[config.mk]
export PLATFORM = sky130hd
export DESIGN_NAME = lfa_unit
export DESIGN_NICKNAME = d
export VERILOG_FILES = /design/src/verilog/lfa_pkg.sv /design/src/verilog/lfa_op_if.sv /design/src/verilog/lfa_decode.sv /design/src/verilog/lfa_alu.sv /design/src/verilog/lfa_unit.sv
export SDC_FILE = /design/constraint.sdc
export NUM_CORES = 1
export LEC_CHECK = 0
export ABC_CLOCK_PERIOD_IN_PS = 3200
export BUFFER_PORTS_ARGS = -buffer_cell sky130_fd_sc_hd__buf_2
export CAP_MARGIN = 5
export CORE_AREA = 2 2 79 81
export DETAILED_ROUTE_END_ITERATION = 8
export DIE_AREA = 0 0 81 83
export PLACE_DENSITY = 0.78
export SYNTH_ARGS = -nofsm -noshare
export SYNTH_HDL_FRONTEND = slang
export SYNTH_HIERARCHICAL = 1
export SYNTH_SLANG_ARGS = --single-unit
[constraint.sdc]
create_clock -name clk_in -period 3.2 [get_ports clk_in]
set_input_delay 0.8 -clock clk_in [delete_from_list [all_inputs] [get_ports clk_in]]
set_output_delay 0.8 -clock clk_in [all_outputs]
set_load 0.03 [all_outputs]
[src/verilog/lfa_pkg.sv]
// Package for the literal and file add/AND execution slice.
// Assumes one 20 MHz core clock; decode and file memory share that clock.
// Functional notes
// - Add-literal adds W and an 8-bit literal (0 to 255), writes W, updates C, digit carry, Z.
// - AND-literal (11 1001 kkkk kkkk) ANDs W with the literal, writes W, changes only Z.
// - Add-file (00 0111 dfff ffff) adds W and file f, updates C, digit carry, Z; d picks W or f.
// - AND-file (00 0101 dfff ffff) ANDs W with file f, updates only Z; d=0 to W, d=1 to f.
package lfa_pkg;

   // Widths
   localparam int INSTR_W = 14;
   localparam int DATA_W  = 8;
   localparam int FADDR_W = 7;
   localparam int BIT_W   = 3;
   localparam int FLAG_W  = 3;
   localparam int RADDR_W = 8;

   // Opcode match patterns and field positions
   localparam logic [4:0] ADD_LIT_PAT   = 5'h1F;  // Bits 13:9 = 11 111x
   localparam logic [5:0] AND_LIT_PAT   = 6'h39;  // Bits 13:8 = 11 1001
   localparam logic [5:0] ADD_FILE_PAT  = 6'h07;  // Bits 13:8 = 00 0111
   localparam logic [5:0] AND_FILE_PAT  = 6'h05;  // Bits 13:8 = 00 0101
   localparam logic [3:0] CLR_BIT_PAT   = 4'h4;   // Bits 13:10 = 01 00
   localparam int         DEST_POS      = 7;
   localparam int         BIT_LSB       = 7;

   // Flag positions in the status register
   localparam int CARRY_POS = 0;
   localparam int DIGIT_POS = 1;
   localparam int ZERO_POS  = 2;

   // Reset values
   localparam logic [DATA_W-1:0] WORK_RST  = 8'h00;
   localparam logic [FLAG_W-1:0] FLAGS_RST = 3'h0;
   localparam logic [DATA_W-1:0] COUNT_RST = 8'h00;

   // Register offsets on the software port
   localparam logic [RADDR_W-1:0] WORK_REG_ADDR   = 8'h00;
   localparam logic [RADDR_W-1:0] STATUS_REG_ADDR = 8'h04;
   localparam logic [RADDR_W-1:0] COUNT_REG_ADDR  = 8'h08;

   // Decoded operation
   typedef enum logic [2:0] {
      LFA_OP_NONE,
      LFA_OP_ADD_LITERAL_TO_WORK,
      LFA_OP_AND_LITERAL_WITH_WORK,
      LFA_OP_ADD_WORK_AND_FILE,
      LFA_OP_AND_WORK_WITH_FILE,
      LFA_OP_CLEAR_FILE_BIT
   } lfa_op_e;

endpackage

[src/verilog/lfa_op_if.sv]
// Interface carrying a decoded operation and the ALU answer inside the slice.
// Assumes decoder, ALU and core sit on one clock; all signals are combinational.
interface lfa_op_if;
   lfa_pkg::lfa_op_e                  op;
   logic [lfa_pkg::DATA_W-1:0]        operand;      // Literal or file value
   logic [lfa_pkg::FADDR_W-1:0]       file_addr;
   logic                              dest_file;
   logic [lfa_pkg::BIT_W-1:0]         bit_idx;
   logic [lfa_pkg::DATA_W-1:0]        result;
   logic                              carry;
   logic                              digit_carry_flag;
   logic                              zero;

   modport decoder (output op, operand, file_addr, dest_file, bit_idx);
   modport alu     (input op, operand, bit_idx,
                    output result, carry, digit_carry_flag, zero);
   modport core    (input op, file_addr, dest_file, result, carry, digit_carry_flag, zero);
endinterface

[src/verilog/lfa_decode.sv]
// Instruction decoder for the five supported operations.
// Assumes instruction word and file read data arrive together on one clock.
module lfa_decode (
   input  wire logic                         instr_valid_in,
   input  wire logic [lfa_pkg::INSTR_W-1:0]  instr_in,
   input  wire logic [lfa_pkg::DATA_W-1:0]   file_data_in,
   lfa_op_if.decoder                         op_bus
);

   // Pattern match on the high opcode bits, fields from the low bits
   always_comb begin
      op_bus.op        = lfa_pkg::LFA_OP_NONE;
      op_bus.operand   = file_data_in;
      op_bus.file_addr = instr_in[lfa_pkg::FADDR_W-1:0];
      op_bus.dest_file = instr_in[lfa_pkg::DEST_POS];
      op_bus.bit_idx   = instr_in[lfa_pkg::BIT_LSB +: lfa_pkg::BIT_W];
      if (instr_valid_in) begin
         if (instr_in[13:9] == lfa_pkg::ADD_LIT_PAT) begin
            op_bus.op      = lfa_pkg::LFA_OP_ADD_LITERAL_TO_WORK;
            op_bus.operand = instr_in[lfa_pkg::DATA_W-1:0];
         end else if (instr_in[13:8] == lfa_pkg::AND_LIT_PAT) begin
            op_bus.op      = lfa_pkg::LFA_OP_AND_LITERAL_WITH_WORK;
            op_bus.operand = instr_in[lfa_pkg::DATA_W-1:0];
         end else if (instr_in[13:8] == lfa_pkg::ADD_FILE_PAT) begin
            op_bus.op = lfa_pkg::LFA_OP_ADD_WORK_AND_FILE;
         end else if (instr_in[13:8] == lfa_pkg::AND_FILE_PAT) begin
            op_bus.op = lfa_pkg::LFA_OP_AND_WORK_WITH_FILE;
         end else if (instr_in[13:10] == lfa_pkg::CLR_BIT_PAT) begin
            op_bus.op = lfa_pkg::LFA_OP_CLEAR_FILE_BIT;
         end
      end
   end

endmodule

[src/verilog/lfa_alu.sv]
// Combinational add/AND/bit-clear unit with carry, digit carry and zero.
// Assumes the core decides which flags and destinations are committed.
module lfa_alu (
   input  wire logic [lfa_pkg::DATA_W-1:0]  work_in,
   lfa_op_if.alu                            op_bus
);

   // Nine-bit sum; top bit is the carry out
   function automatic logic [8:0] add9(input logic [7:0] a, input logic [7:0] b);
      return {1'b0, a} + {1'b0, b};
   endfunction

   // Carry out of the low nibble
   function automatic logic nib_carry(input logic [7:0] a, input logic [7:0] b);
      logic [4:0] s;
      s = {1'b0, a[3:0]} + {1'b0, b[3:0]};
      return s[4];
   endfunction

   logic [8:0] sum;

   // Select result by operation
   always_comb begin
      sum                     = add9(work_in, op_bus.operand);
      op_bus.carry            = sum[8];
      op_bus.digit_carry_flag = nib_carry(work_in, op_bus.operand);
      case (op_bus.op)
         lfa_pkg::LFA_OP_ADD_LITERAL_TO_WORK,
         lfa_pkg::LFA_OP_ADD_WORK_AND_FILE:
            op_bus.result = sum[7:0];
         lfa_pkg::LFA_OP_AND_LITERAL_WITH_WORK,
         lfa_pkg::LFA_OP_AND_WORK_WITH_FILE:
            op_bus.result = work_in & op_bus.operand;
         lfa_pkg::LFA_OP_CLEAR_FILE_BIT:
            op_bus.result = op_bus.operand & ~(8'h01 << op_bus.bit_idx);
         default:
            op_bus.result = work_in;
      endcase
      op_bus.zero = (op_bus.result == 8'h00);
   end

endmodule

[src/verilog/lfa_unit.sv]
// Top of the execution slice: working register, flags, file write-back, software port.
// Assumes decode presents one instruction per clock with its file data already read,
// and that the file memory takes the registered write one cycle after issue.
module lfa_unit (
   input  wire logic                         clk_in,
   input  wire logic                         arst_n_in,
   input  wire logic                         instr_valid_in,
   input  wire logic [lfa_pkg::INSTR_W-1:0]  instr_in,
   input  wire logic [lfa_pkg::DATA_W-1:0]   file_data_in,
   input  wire logic [lfa_pkg::RADDR_W-1:0]  reg_addr_in,
   input  wire logic [lfa_pkg::DATA_W-1:0]   reg_wdata_in,
   input  wire logic                         reg_wr_in,
   input  wire logic                         reg_rd_in,
   output logic      [lfa_pkg::DATA_W-1:0]   reg_rdata_out,
   output logic                              file_we_out,
   output logic      [lfa_pkg::FADDR_W-1:0]  file_addr_out,
   output logic      [lfa_pkg::DATA_W-1:0]   file_wdata_out,
   output logic      [lfa_pkg::DATA_W-1:0]   work_out,
   output logic      [lfa_pkg::FLAG_W-1:0]   flags_out,
   output logic                              done_out
);

   lfa_op_if op_bus ();

   logic [lfa_pkg::DATA_W-1:0]  work_q,   work_d;
   logic [lfa_pkg::FLAG_W-1:0]  flags_q,  flags_d;
   logic [lfa_pkg::DATA_W-1:0]  count_q,  count_d;
   logic [lfa_pkg::DATA_W-1:0]  rdata_q,  rdata_d;
   logic                        fwe_q,    fwe_d;
   logic [lfa_pkg::FADDR_W-1:0] faddr_q,  faddr_d;
   logic [lfa_pkg::DATA_W-1:0]  fwdata_q, fwdata_d;
   logic                        done_q,   done_d;

   // Decode and arithmetic
   lfa_decode u_decode (
      .instr_valid_in (instr_valid_in),
      .instr_in       (instr_in),
      .file_data_in   (file_data_in),
      .op_bus         (op_bus.decoder)
   );

   lfa_alu u_alu (
      .work_in (work_q),
      .op_bus  (op_bus.alu)
   );

   // Software writes first, then the executing instruction overrides them
   always_comb begin
      work_d   = work_q;
      flags_d  = flags_q;
      count_d  = count_q;
      fwe_d    = 1'b0;
      faddr_d  = faddr_q;
      fwdata_d = fwdata_q;
      done_d   = 1'b0;
      if (reg_wr_in && reg_addr_in == lfa_pkg::WORK_REG_ADDR) begin
         work_d = reg_wdata_in;
      end
      if (reg_wr_in && reg_addr_in == lfa_pkg::STATUS_REG_ADDR) begin
         flags_d = reg_wdata_in[lfa_pkg::FLAG_W-1:0];
      end
      case (op_bus.op)
         lfa_pkg::LFA_OP_ADD_LITERAL_TO_WORK: begin
            work_d                       = op_bus.result;
            flags_d[lfa_pkg::CARRY_POS]  = op_bus.carry;
            flags_d[lfa_pkg::DIGIT_POS]  = op_bus.digit_carry_flag;
            flags_d[lfa_pkg::ZERO_POS]   = op_bus.zero;
         end
         lfa_pkg::LFA_OP_AND_LITERAL_WITH_WORK: begin
            work_d                       = op_bus.result;
            flags_d[lfa_pkg::ZERO_POS]   = op_bus.zero;
         end
         lfa_pkg::LFA_OP_ADD_WORK_AND_FILE: begin
            flags_d[lfa_pkg::CARRY_POS]  = op_bus.carry;
            flags_d[lfa_pkg::DIGIT_POS]  = op_bus.digit_carry_flag;
            flags_d[lfa_pkg::ZERO_POS]   = op_bus.zero;
            if (op_bus.dest_file) begin
               fwe_d = 1'b1;
            end else begin
               work_d = op_bus.result;
            end
         end
         lfa_pkg::LFA_OP_AND_WORK_WITH_FILE: begin
            flags_d[lfa_pkg::ZERO_POS]   = op_bus.zero;
            if (op_bus.dest_file) begin
               fwe_d = 1'b1;
            end else begin
               work_d = op_bus.result;
            end
         end
         lfa_pkg::LFA_OP_CLEAR_FILE_BIT: begin
            fwe_d = 1'b1;
         end
         default: begin
         end
      endcase
      if (op_bus.op != lfa_pkg::LFA_OP_NONE) begin
         faddr_d  = op_bus.file_addr;
         fwdata_d = op_bus.result;
         done_d   = 1'b1;
         count_d  = count_q + 8'h01;
      end
   end

   // Read data stand one cycle after the strobe, zero otherwise
   always_comb begin
      rdata_d = 8'h00;
      if (reg_rd_in) begin
         case (reg_addr_in)
            lfa_pkg::WORK_REG_ADDR:   rdata_d = work_q;
            lfa_pkg::STATUS_REG_ADDR: rdata_d = {5'h00, flags_q};
            lfa_pkg::COUNT_REG_ADDR:  rdata_d = count_q;
            default:                  rdata_d = 8'h00;
         endcase
      end
   end

   // State registers
   always_ff @(posedge clk_in or negedge arst_n_in) begin
      if (!arst_n_in) begin
         work_q   <= lfa_pkg::WORK_RST;
         flags_q  <= lfa_pkg::FLAGS_RST;
         count_q  <= lfa_pkg::COUNT_RST;
         rdata_q  <= 8'h00;
         fwe_q    <= 1'b0;
         faddr_q  <= 7'h00;
         fwdata_q <= 8'h00;
         done_q   <= 1'b0;
      end else begin
         work_q   <= work_d;
         flags_q  <= flags_d;
         count_q  <= count_d;
         rdata_q  <= rdata_d;
         fwe_q    <= fwe_d;
         faddr_q  <= faddr_d;
         fwdata_q <= fwdata_d;
         done_q   <= done_d;
      end
   end

   // Outputs straight from flip-flops
   assign reg_rdata_out  = rdata_q;
   assign file_we_out    = fwe_q;
   assign file_addr_out  = faddr_q;
   assign file_wdata_out = fwdata_q;
   assign work_out       = work_q;
   assign flags_out      = flags_q;
   assign done_out       = done_q;

endmodule

==> results of run 1 <==
[sequential cells by signal, summed over array words and instances, names as in the netlist]
| name | count |
|---|---|
| reg_rdata_out | 8 |
| count_q | 8 |
| done_out | 1 |
| file_wdata_out | 8 |
| flags_out | 3 |
| work_out | 8 |
| file_we_out | 1 |
| file_addr_out | 7 |
[power groups by stage]
| stage | Clock [mW] | Combinational, mW | Sequential, mW |
|---|---|---|---|
| after floorplan | 0 | 0.640 | 1.11 |
| after global placement | 0 | 1.38 | 0.885 |
| after detailed placement | 0 | 1.41 | 0.891 |
| after CTS | 0.441 | 1.61 | 0.895 |
| after global routing | 0.468 | 1.84 | 0.919 |
| final | 0.441 | 1.72 | 0.902 |
[worst min-delay path, cell delays in order, from the launching register on]
cell	delay, ns
dfrtp_1	0.34
nand2_1	0.05
nand2_1	0.05
[placed cells by master, fill, tap and decap left out, drive strengths merged, types with 8 or more instances in the layout]
master / n
a21oi: 23
buf: 138
dfrtp: 44
ha: 9
inv: 9
mux2: 10
mux2i: 23
nand2: 62
nor2: 38
o21ai: 10
xnor2: 8
[synthesized netlist by cell type, types with 3 or more instances]
cell      count  share of area
nor2_1       37          0.046
nand3_1       7          0.012
or3b_1        3         0.0087
xnor2_1       8          0.023
inv_1         6         0.0074
o21ai_0       5         0.0083
nor2b_1       3         0.0062
nand3b_1      3         0.0074
a32o_1        3         0.0099
a21oi_1      22          0.036
o211a_1       3         0.0099
nand2b_1      7          0.014
ha_1          9          0.037
a221o_1       3         0.0099
nand2_1      62          0.077
nand4_1       4         0.0083
mux2i_1      23          0.076
o21a_1        3         0.0074
buf_6         4          0.015
o21ai_1       4         0.0066
dfrtp_1      44           0.36
mux2_2       10          0.037
buf_4        14          0.035
[cell families (layout without fill, tap and decap cells)]
family | Yosys count | in the layout | share of synthesized area
xor+xnor | 10 | 10 | 0.0289
mux | 33 | 33 | 0.113
simple gates | 148 | 148 | 0.249
flops | 44 | 44 | 0.363
compound gates | 58 | 58 | 0.137
buf+inv | 29 | 154 | 0.0648
fa+ha+maj | 10 | 10 | 0.0438
[repair_timing]
item,CTS,global route
buffers inserted,8,2
endpoints found under the setup margin,8,10
pin swaps,15,6
gates resized for setup,31,15
[worst min path at each step]
stage                                             start                             to  slack [ns]  cells after the start
after floorplan                  count_q[7]$_DFFE_PN0P_         count_q[7]$_DFFE_PN0P_        0.44                      1
after global placement    file_wdata_out[5]$_DFFE_PN0P_  file_wdata_out[5]$_DFFE_PN0P_        0.45                      2
after detailed placement   file_addr_out[1]$_DFFE_PN0P_   file_addr_out[1]$_DFFE_PN0P_        0.45                      2
after CTS                  file_addr_out[1]$_DFFE_PN0P_   file_addr_out[1]$_DFFE_PN0P_        0.47                      2
after global routing       file_addr_out[2]$_DFFE_PN0P_   file_addr_out[2]$_DFFE_PN0P_        0.50                      2
final                      file_addr_out[1]$_DFFE_PN0P_   file_addr_out[1]$_DFFE_PN0P_        0.47                      2
[final cells by class]
type,count,share of cell area
Sequential cell,44,0.262
Clock inverter,3,0.0110
Tap cell,75,0.0223
Timing Repair Buffer,138,0.213
Inverter,8,0.00773
Multi-Input combinational cell,259,0.468
Clock buffer,5,0.0163
[routing by layer]
layer	vias up	global-route usage	share of wire	routed length [um]
met5	-	0	0	0
met4	0	0.0909	0.033	293
met3	21	0.0359	0.050	443
met2	107	0.486	0.52	4670
met1	1450	0.319	0.39	3520
li1	1414	-	-	-
[metrics by stage]
| stage | setup slack [ns] | cells | cell area (um2) |
|---|---|---|---|
| finish | -0.512 | 532 | 4210 |
| CTS | -0.458 | 530 | 4130 |
| floorplan | -0.670 | 332 | 3090 |
| detailed placement | -0.851 | 515 | 3800 |
| global placement | -0.841 | 515 | 3800 |
| global route | -0.642 | 532 | 4210 |
==> metrics.cfg, run 1 <==
[yosys]
syn_inst = 332
yosys_warnings = 6
synthDistinctLibCells = 60
synthesis.area_um2 = 3030
postSynthAreaPerCell_um2 = 9.13
syn-num-nets = 385
ys.flop_type = dfrtp_1
synth-edff-count = 0
seq_area_frac_synth = 0.363
ys_ff_latch = 44
async_reset_ff_frac = 1.00

[worst_setup_path]
cp-endpoint = flags_out[2]$_DFFE_PN0P_
crit_path_start_kind = input pin
crit_chain = buf_6, or3b_4, a21oi_4, buf_6, mux2_4, inv_2, fa_2, xnor2_1, a221o_1, a32o_1, or3_1, or4_1, nor3_2, nor2_1, a21oi_1
cp.depth = 15
endpoint_kind = flip-flop
path_buf_inv = 3
reg2reg_to = flags_out[2]$_DFFE_PN0P_
critPathKind = in2reg
worst_path_most_repeated_cell = buf_6
worstReg2RegStart = work_out[1]$_DFF_PN0_
crit_arrival_ns = 3.94
cp-startpoint = instr_in[9]
crit_required_ns = 3.42
path_max_fanout = 3
cp_top_family = simple AND/OR/NAND/NOR gates
reg2reg_slack_ns = 0.33
slowest_delay_ns = 0.42
reg2reg_depth = 10
cpMaxStageDelayCell = or4_1

[power]
power.internal_mw = 1.74
finalPower_mw = 3.07
pwr-share-comb = 0.562
switchingPower_mw = 1.33
power_density_nw_per_um2 = 728
switching_share = 0.433
pwr-share-clk = 0.144
ir_drop_v = 0.000377
p_seq_frac = 0.294
power_leakage_nw = 2.09

[floorplanning]
die_w_um = 81
initial_core_util = 0.521
dieHeight_um = 83
core.rowCount = 28
coreArea_um2 = 5820
dieArea_um2 = 6720
ios = 79

[sta]
worst_slack_ns = -0.512
skew_ns = 0.00495
slew_headroom = 0.345
setup_viol = 6
drv_slew = 0
setup-tns-final_ns = -1.55
max_freq_ghz = 0.269
whs_ns = 0.467
final.min_clock_period_ns = 3.71
rsz0062_at_grt = yes
worst_pin_slew_ns = 0.982
hold_violations = 0
fin_crit_sh = 1.16

[clocking]
htree_num_levels = 2
clockBufferDepth = 2
cts_sinks = 44
cts.clk_slew.worst_paths_ns = 0.09
tritoncts = yes
postCtsHoldBufs = 0
cts_buffers = 5
clockRootBuffer = clkbuf_8
clkLatencyLatePin_ns = 0.30

[placed_design]
globalplace.congestion = 0.931
dp_hpwl_mm = 6.47
numPortBuffers = 78

[finish]
layout-drive-gt1-share = 0.449
n_fill_cell = 451
syn2layout_area_growth_pct = 38.9
diodes = 0
fin_util = 0.724
multi_input_area_um2 = 1970
regArea_um2 = 1100
nets = 509

[grt]
antenna_found_initial = 0
grt_pass1_vias = 2970
grt_max_degree = 45
overflow = 0
grt_pass1_wl_mm = 14.3
grt_usage = 0.269

[min_path]
hp-class = reg2reg

[route]
drc = 0
drt_iter0_markers = 115
vias = 2992
wl_per_cell_um = 16.8
ant_nets = 0
vias_per_cell = 5.62
drt-total-wl_mm = 8.93
dr.pass1.iters = 4

[flow_run]
drv_cap = 0

[outcome]
outcome = complete, but fails checks
violations = setup timing

Note: power is estimated with default switching activity, not from simulation.
==> inputs of run 2 (changes only) <==
GPL_TIMING_DRIVEN = 0   (was default)
==> metrics.cfg, run 2 (same netlist as run 1, synthesis figures left out) <==
[outcome]
outcome = complete, but fails checks
violations = setup timing

[min_path]
min_from = file_wdata_out[1]$_DFFE_PN0P_
holdPathEnd = file_wdata_out[1]$_DFFE_PN0P_
hp-class = reg2reg
hold_path_depth = 2  ; unchanged

[grt]
grt_max_degree = 45  ; unchanged
grt_usage = 0.239  ; -0.0294
grt_pass1_vias = 2756  ; -7.2%
antenna_found_initial = 0  ; unchanged
overflow = 0  ; unchanged
grt_pass1_wl_mm = 12.7  ; -11%

[finish]
diodes = 0  ; unchanged
fin_cells = 509  ; -4.3%
final_common_cell = buf_2
nets = 486  ; -4.5%
syn2layout_area_growth_pct = 31.8
final_cell_mix = buf_2, nand2_1, dfrtp_1
layout-drive-gt1-share = 0.408  ; -0.0407

[sta]
skew_ns = 0.0108  ; +0.00585 ns
worst_pin_slew_ns = 0.968  ; -0.0145 ns
setup_viol = 6  ; unchanged
max_freq_ghz = 0.261  ; -3.2%
final.min_clock_period_ns = 3.84  ; +0.123 ns
rsz0062_at_grt = yes
slew_headroom = 0.355  ; +0.00970
hold_violations = 0  ; unchanged
drv_slew = 0  ; unchanged
worst_slack_ns = -0.635  ; -0.123 ns
fin_crit_sh = 1.20  ; +0.0384

[route]
drt_iter0_markers = 171  ; +49%
vias = 2811  ; -6.0%
dr.pass1.iters = 4  ; unchanged
drc = 0  ; unchanged
wl_per_cell_um = 15.9  ; -5.0%
vias_per_cell = 5.52  ; -1.8%
drt-total-wl_mm = 8.11  ; -9.1%
ant_nets = 0  ; unchanged

[floorplanning]
core.rowCount = 28  ; unchanged
initial_core_util = 0.521  ; unchanged
coreArea_um2 = 5820  ; unchanged
dieArea_um2 = 6720  ; unchanged
dieHeight_um = 83  ; unchanged
ios = 79  ; unchanged
die_w_um = 81  ; unchanged

[clocking]
clockBufferDepth = 2  ; unchanged
cts_buffers = 5  ; unchanged
clkLatencyLatePin_ns = 0.31  ; about the same
tritoncts = yes
htree_num_levels = 2  ; unchanged
postCtsHoldBufs = 0  ; unchanged
cts.clk_slew.worst_paths_ns = 0.09  ; about the same
clockRootBuffer = clkbuf_8
cts_sinks = 44  ; unchanged

[worst_setup_path]
worstReg2RegStart = work_out[0]$_DFF_PN0_
endpoint_kind = flip-flop
crit_arrival_ns = 4.06  ; +0.12 ns
reg2reg_slack_ns = 0.23  ; -0.10 ns
path_max_fanout = 5  ; +2
crit_required_ns = 3.43  ; about the same
reg2reg_to = flags_out[2]$_DFFE_PN0P_
reg2reg_depth = 11  ; +1
critPathKind = in2reg
crit_path_start_kind = input pin

[power]
pwr-share-clk = 0.162  ; +0.018
ir_drop_v = 0.000337  ; -11%
power_density_nw_per_um2 = 710  ; -2.6%
pwr-share-comb = 0.523  ; -0.039
switchingPower_mw = 1.23  ; -7.4%
p_seq_frac = 0.316  ; +0.022
switching_share = 0.434  ; +0.00100
power_leakage_nw = 1.98  ; -5.3%
power.internal_mw = 1.60  ; -7.7%

[placed_design]
dp_worst_setup_slack_ns = -1.11  ; -0.259 ns
numPortBuffers = 76  ; -2.6%
globalplace.congestion = 0.828  ; -11%
dp_cells = 483  ; -6.2%
dp_hpwl_mm = 5.86  ; -9.5%

[flow_run]
drv_cap = 0  ; unchanged

-- run 2: metrics by stage --
step	utilization	setup TNS [ns]	hold WS [ns]	cell area, um2	power, mW
5_1_grt	0.687	-2.21	0.493	3990	2.98
4_1_cts	0.659	-0.764	0.470	3830	2.66
3_3_place_gp	0.612	-6.47	0.446	3560	2.10
6_report	0.687	-1.47	0.468	3990	2.83
2_1_floorplan	-	-0.856	0.444	3090	1.75
3_5_place_dp	0.612	-7.44	0.450	3560	2.13
-- run 2: how the worst max path moves through the flow --
| stage | startpoint | end | slack [ns] | cells past startpoint |
|---|---|---|---|---|
| after floorplan | instr_in[9] | flags_out[2]$_DFFE_PN0P_ | -0.67 | 14 |
| after global placement | instr_in[9] | flags_out[2]$_DFFE_PN0P_ | -1.04 | 13 |
| after detailed placement | instr_in[9] | flags_out[2]$_DFFE_PN0P_ | -1.11 | 13 |
| after CTS | instr_in[10] | flags_out[2]$_DFFE_PN0P_ | -0.72 | 15 |
| after global routing | instr_in[10] | flags_out[2]$_DFFE_PN0P_ | -0.73 | 15 |
| final | instr_in[10] | flags_out[2]$_DFFE_PN0P_ | -0.64 | 15 |
-- run 2: metal layers --
metal / global-route usage / vias up / wire (um)
li1: - / 1359 / -
met4: 0.0955 / 0 / 310
met2: 0.422 / 86 / 4060
met3: 0.0337 / 24 / 353
met5: 0 / - / 0
met1: 0.286 / 1342 / 3390
-- run 2: worst max-delay path, stage by stage --
cell	delay (ns)
buf_8	0.10
or3b_4	0.39
a21oi_4	0.23
mux2_4	0.23
ha_4	0.14
inv_2	0.04
fa_2	0.36
xnor2_1	0.14
a221o_1	0.32
a32o_2	0.24
or3_1	0.32
or4_4	0.44
nor3_2	0.13
nor2_1	0.05
a21oi_1	0.12
-- run 2: power by group through the flow --
stage | clock, mW | combinational (mW) | sequential [mW]
after global routing | 0.478 | 1.59 | 0.915
final | 0.458 | 1.48 | 0.895
after floorplan | 0 | 0.640 | 1.11
after global placement | 0 | 1.21 | 0.890
after CTS | 0.461 | 1.31 | 0.887
after detailed placement | 0 | 1.24 | 0.891
-- run 2: final cells by class --
cell class,instances,area (um2)
plain buffers,21,164
clock buffers,6,82.6
clock inverters,2,38.8
repair buffers,94,549
fillers,479,1820
inverters,8,32.5
multi-input cells,259,1930
flip-flops and latches,44,1100
well taps,75,93.8
-- run 2: timing repair --
item,CTS,global route
pin swaps,13,10
hold endpoints to repair,0,0
buffers inserted,9,9
resized for setup,20,19
endpoints found under the setup margin,12,13
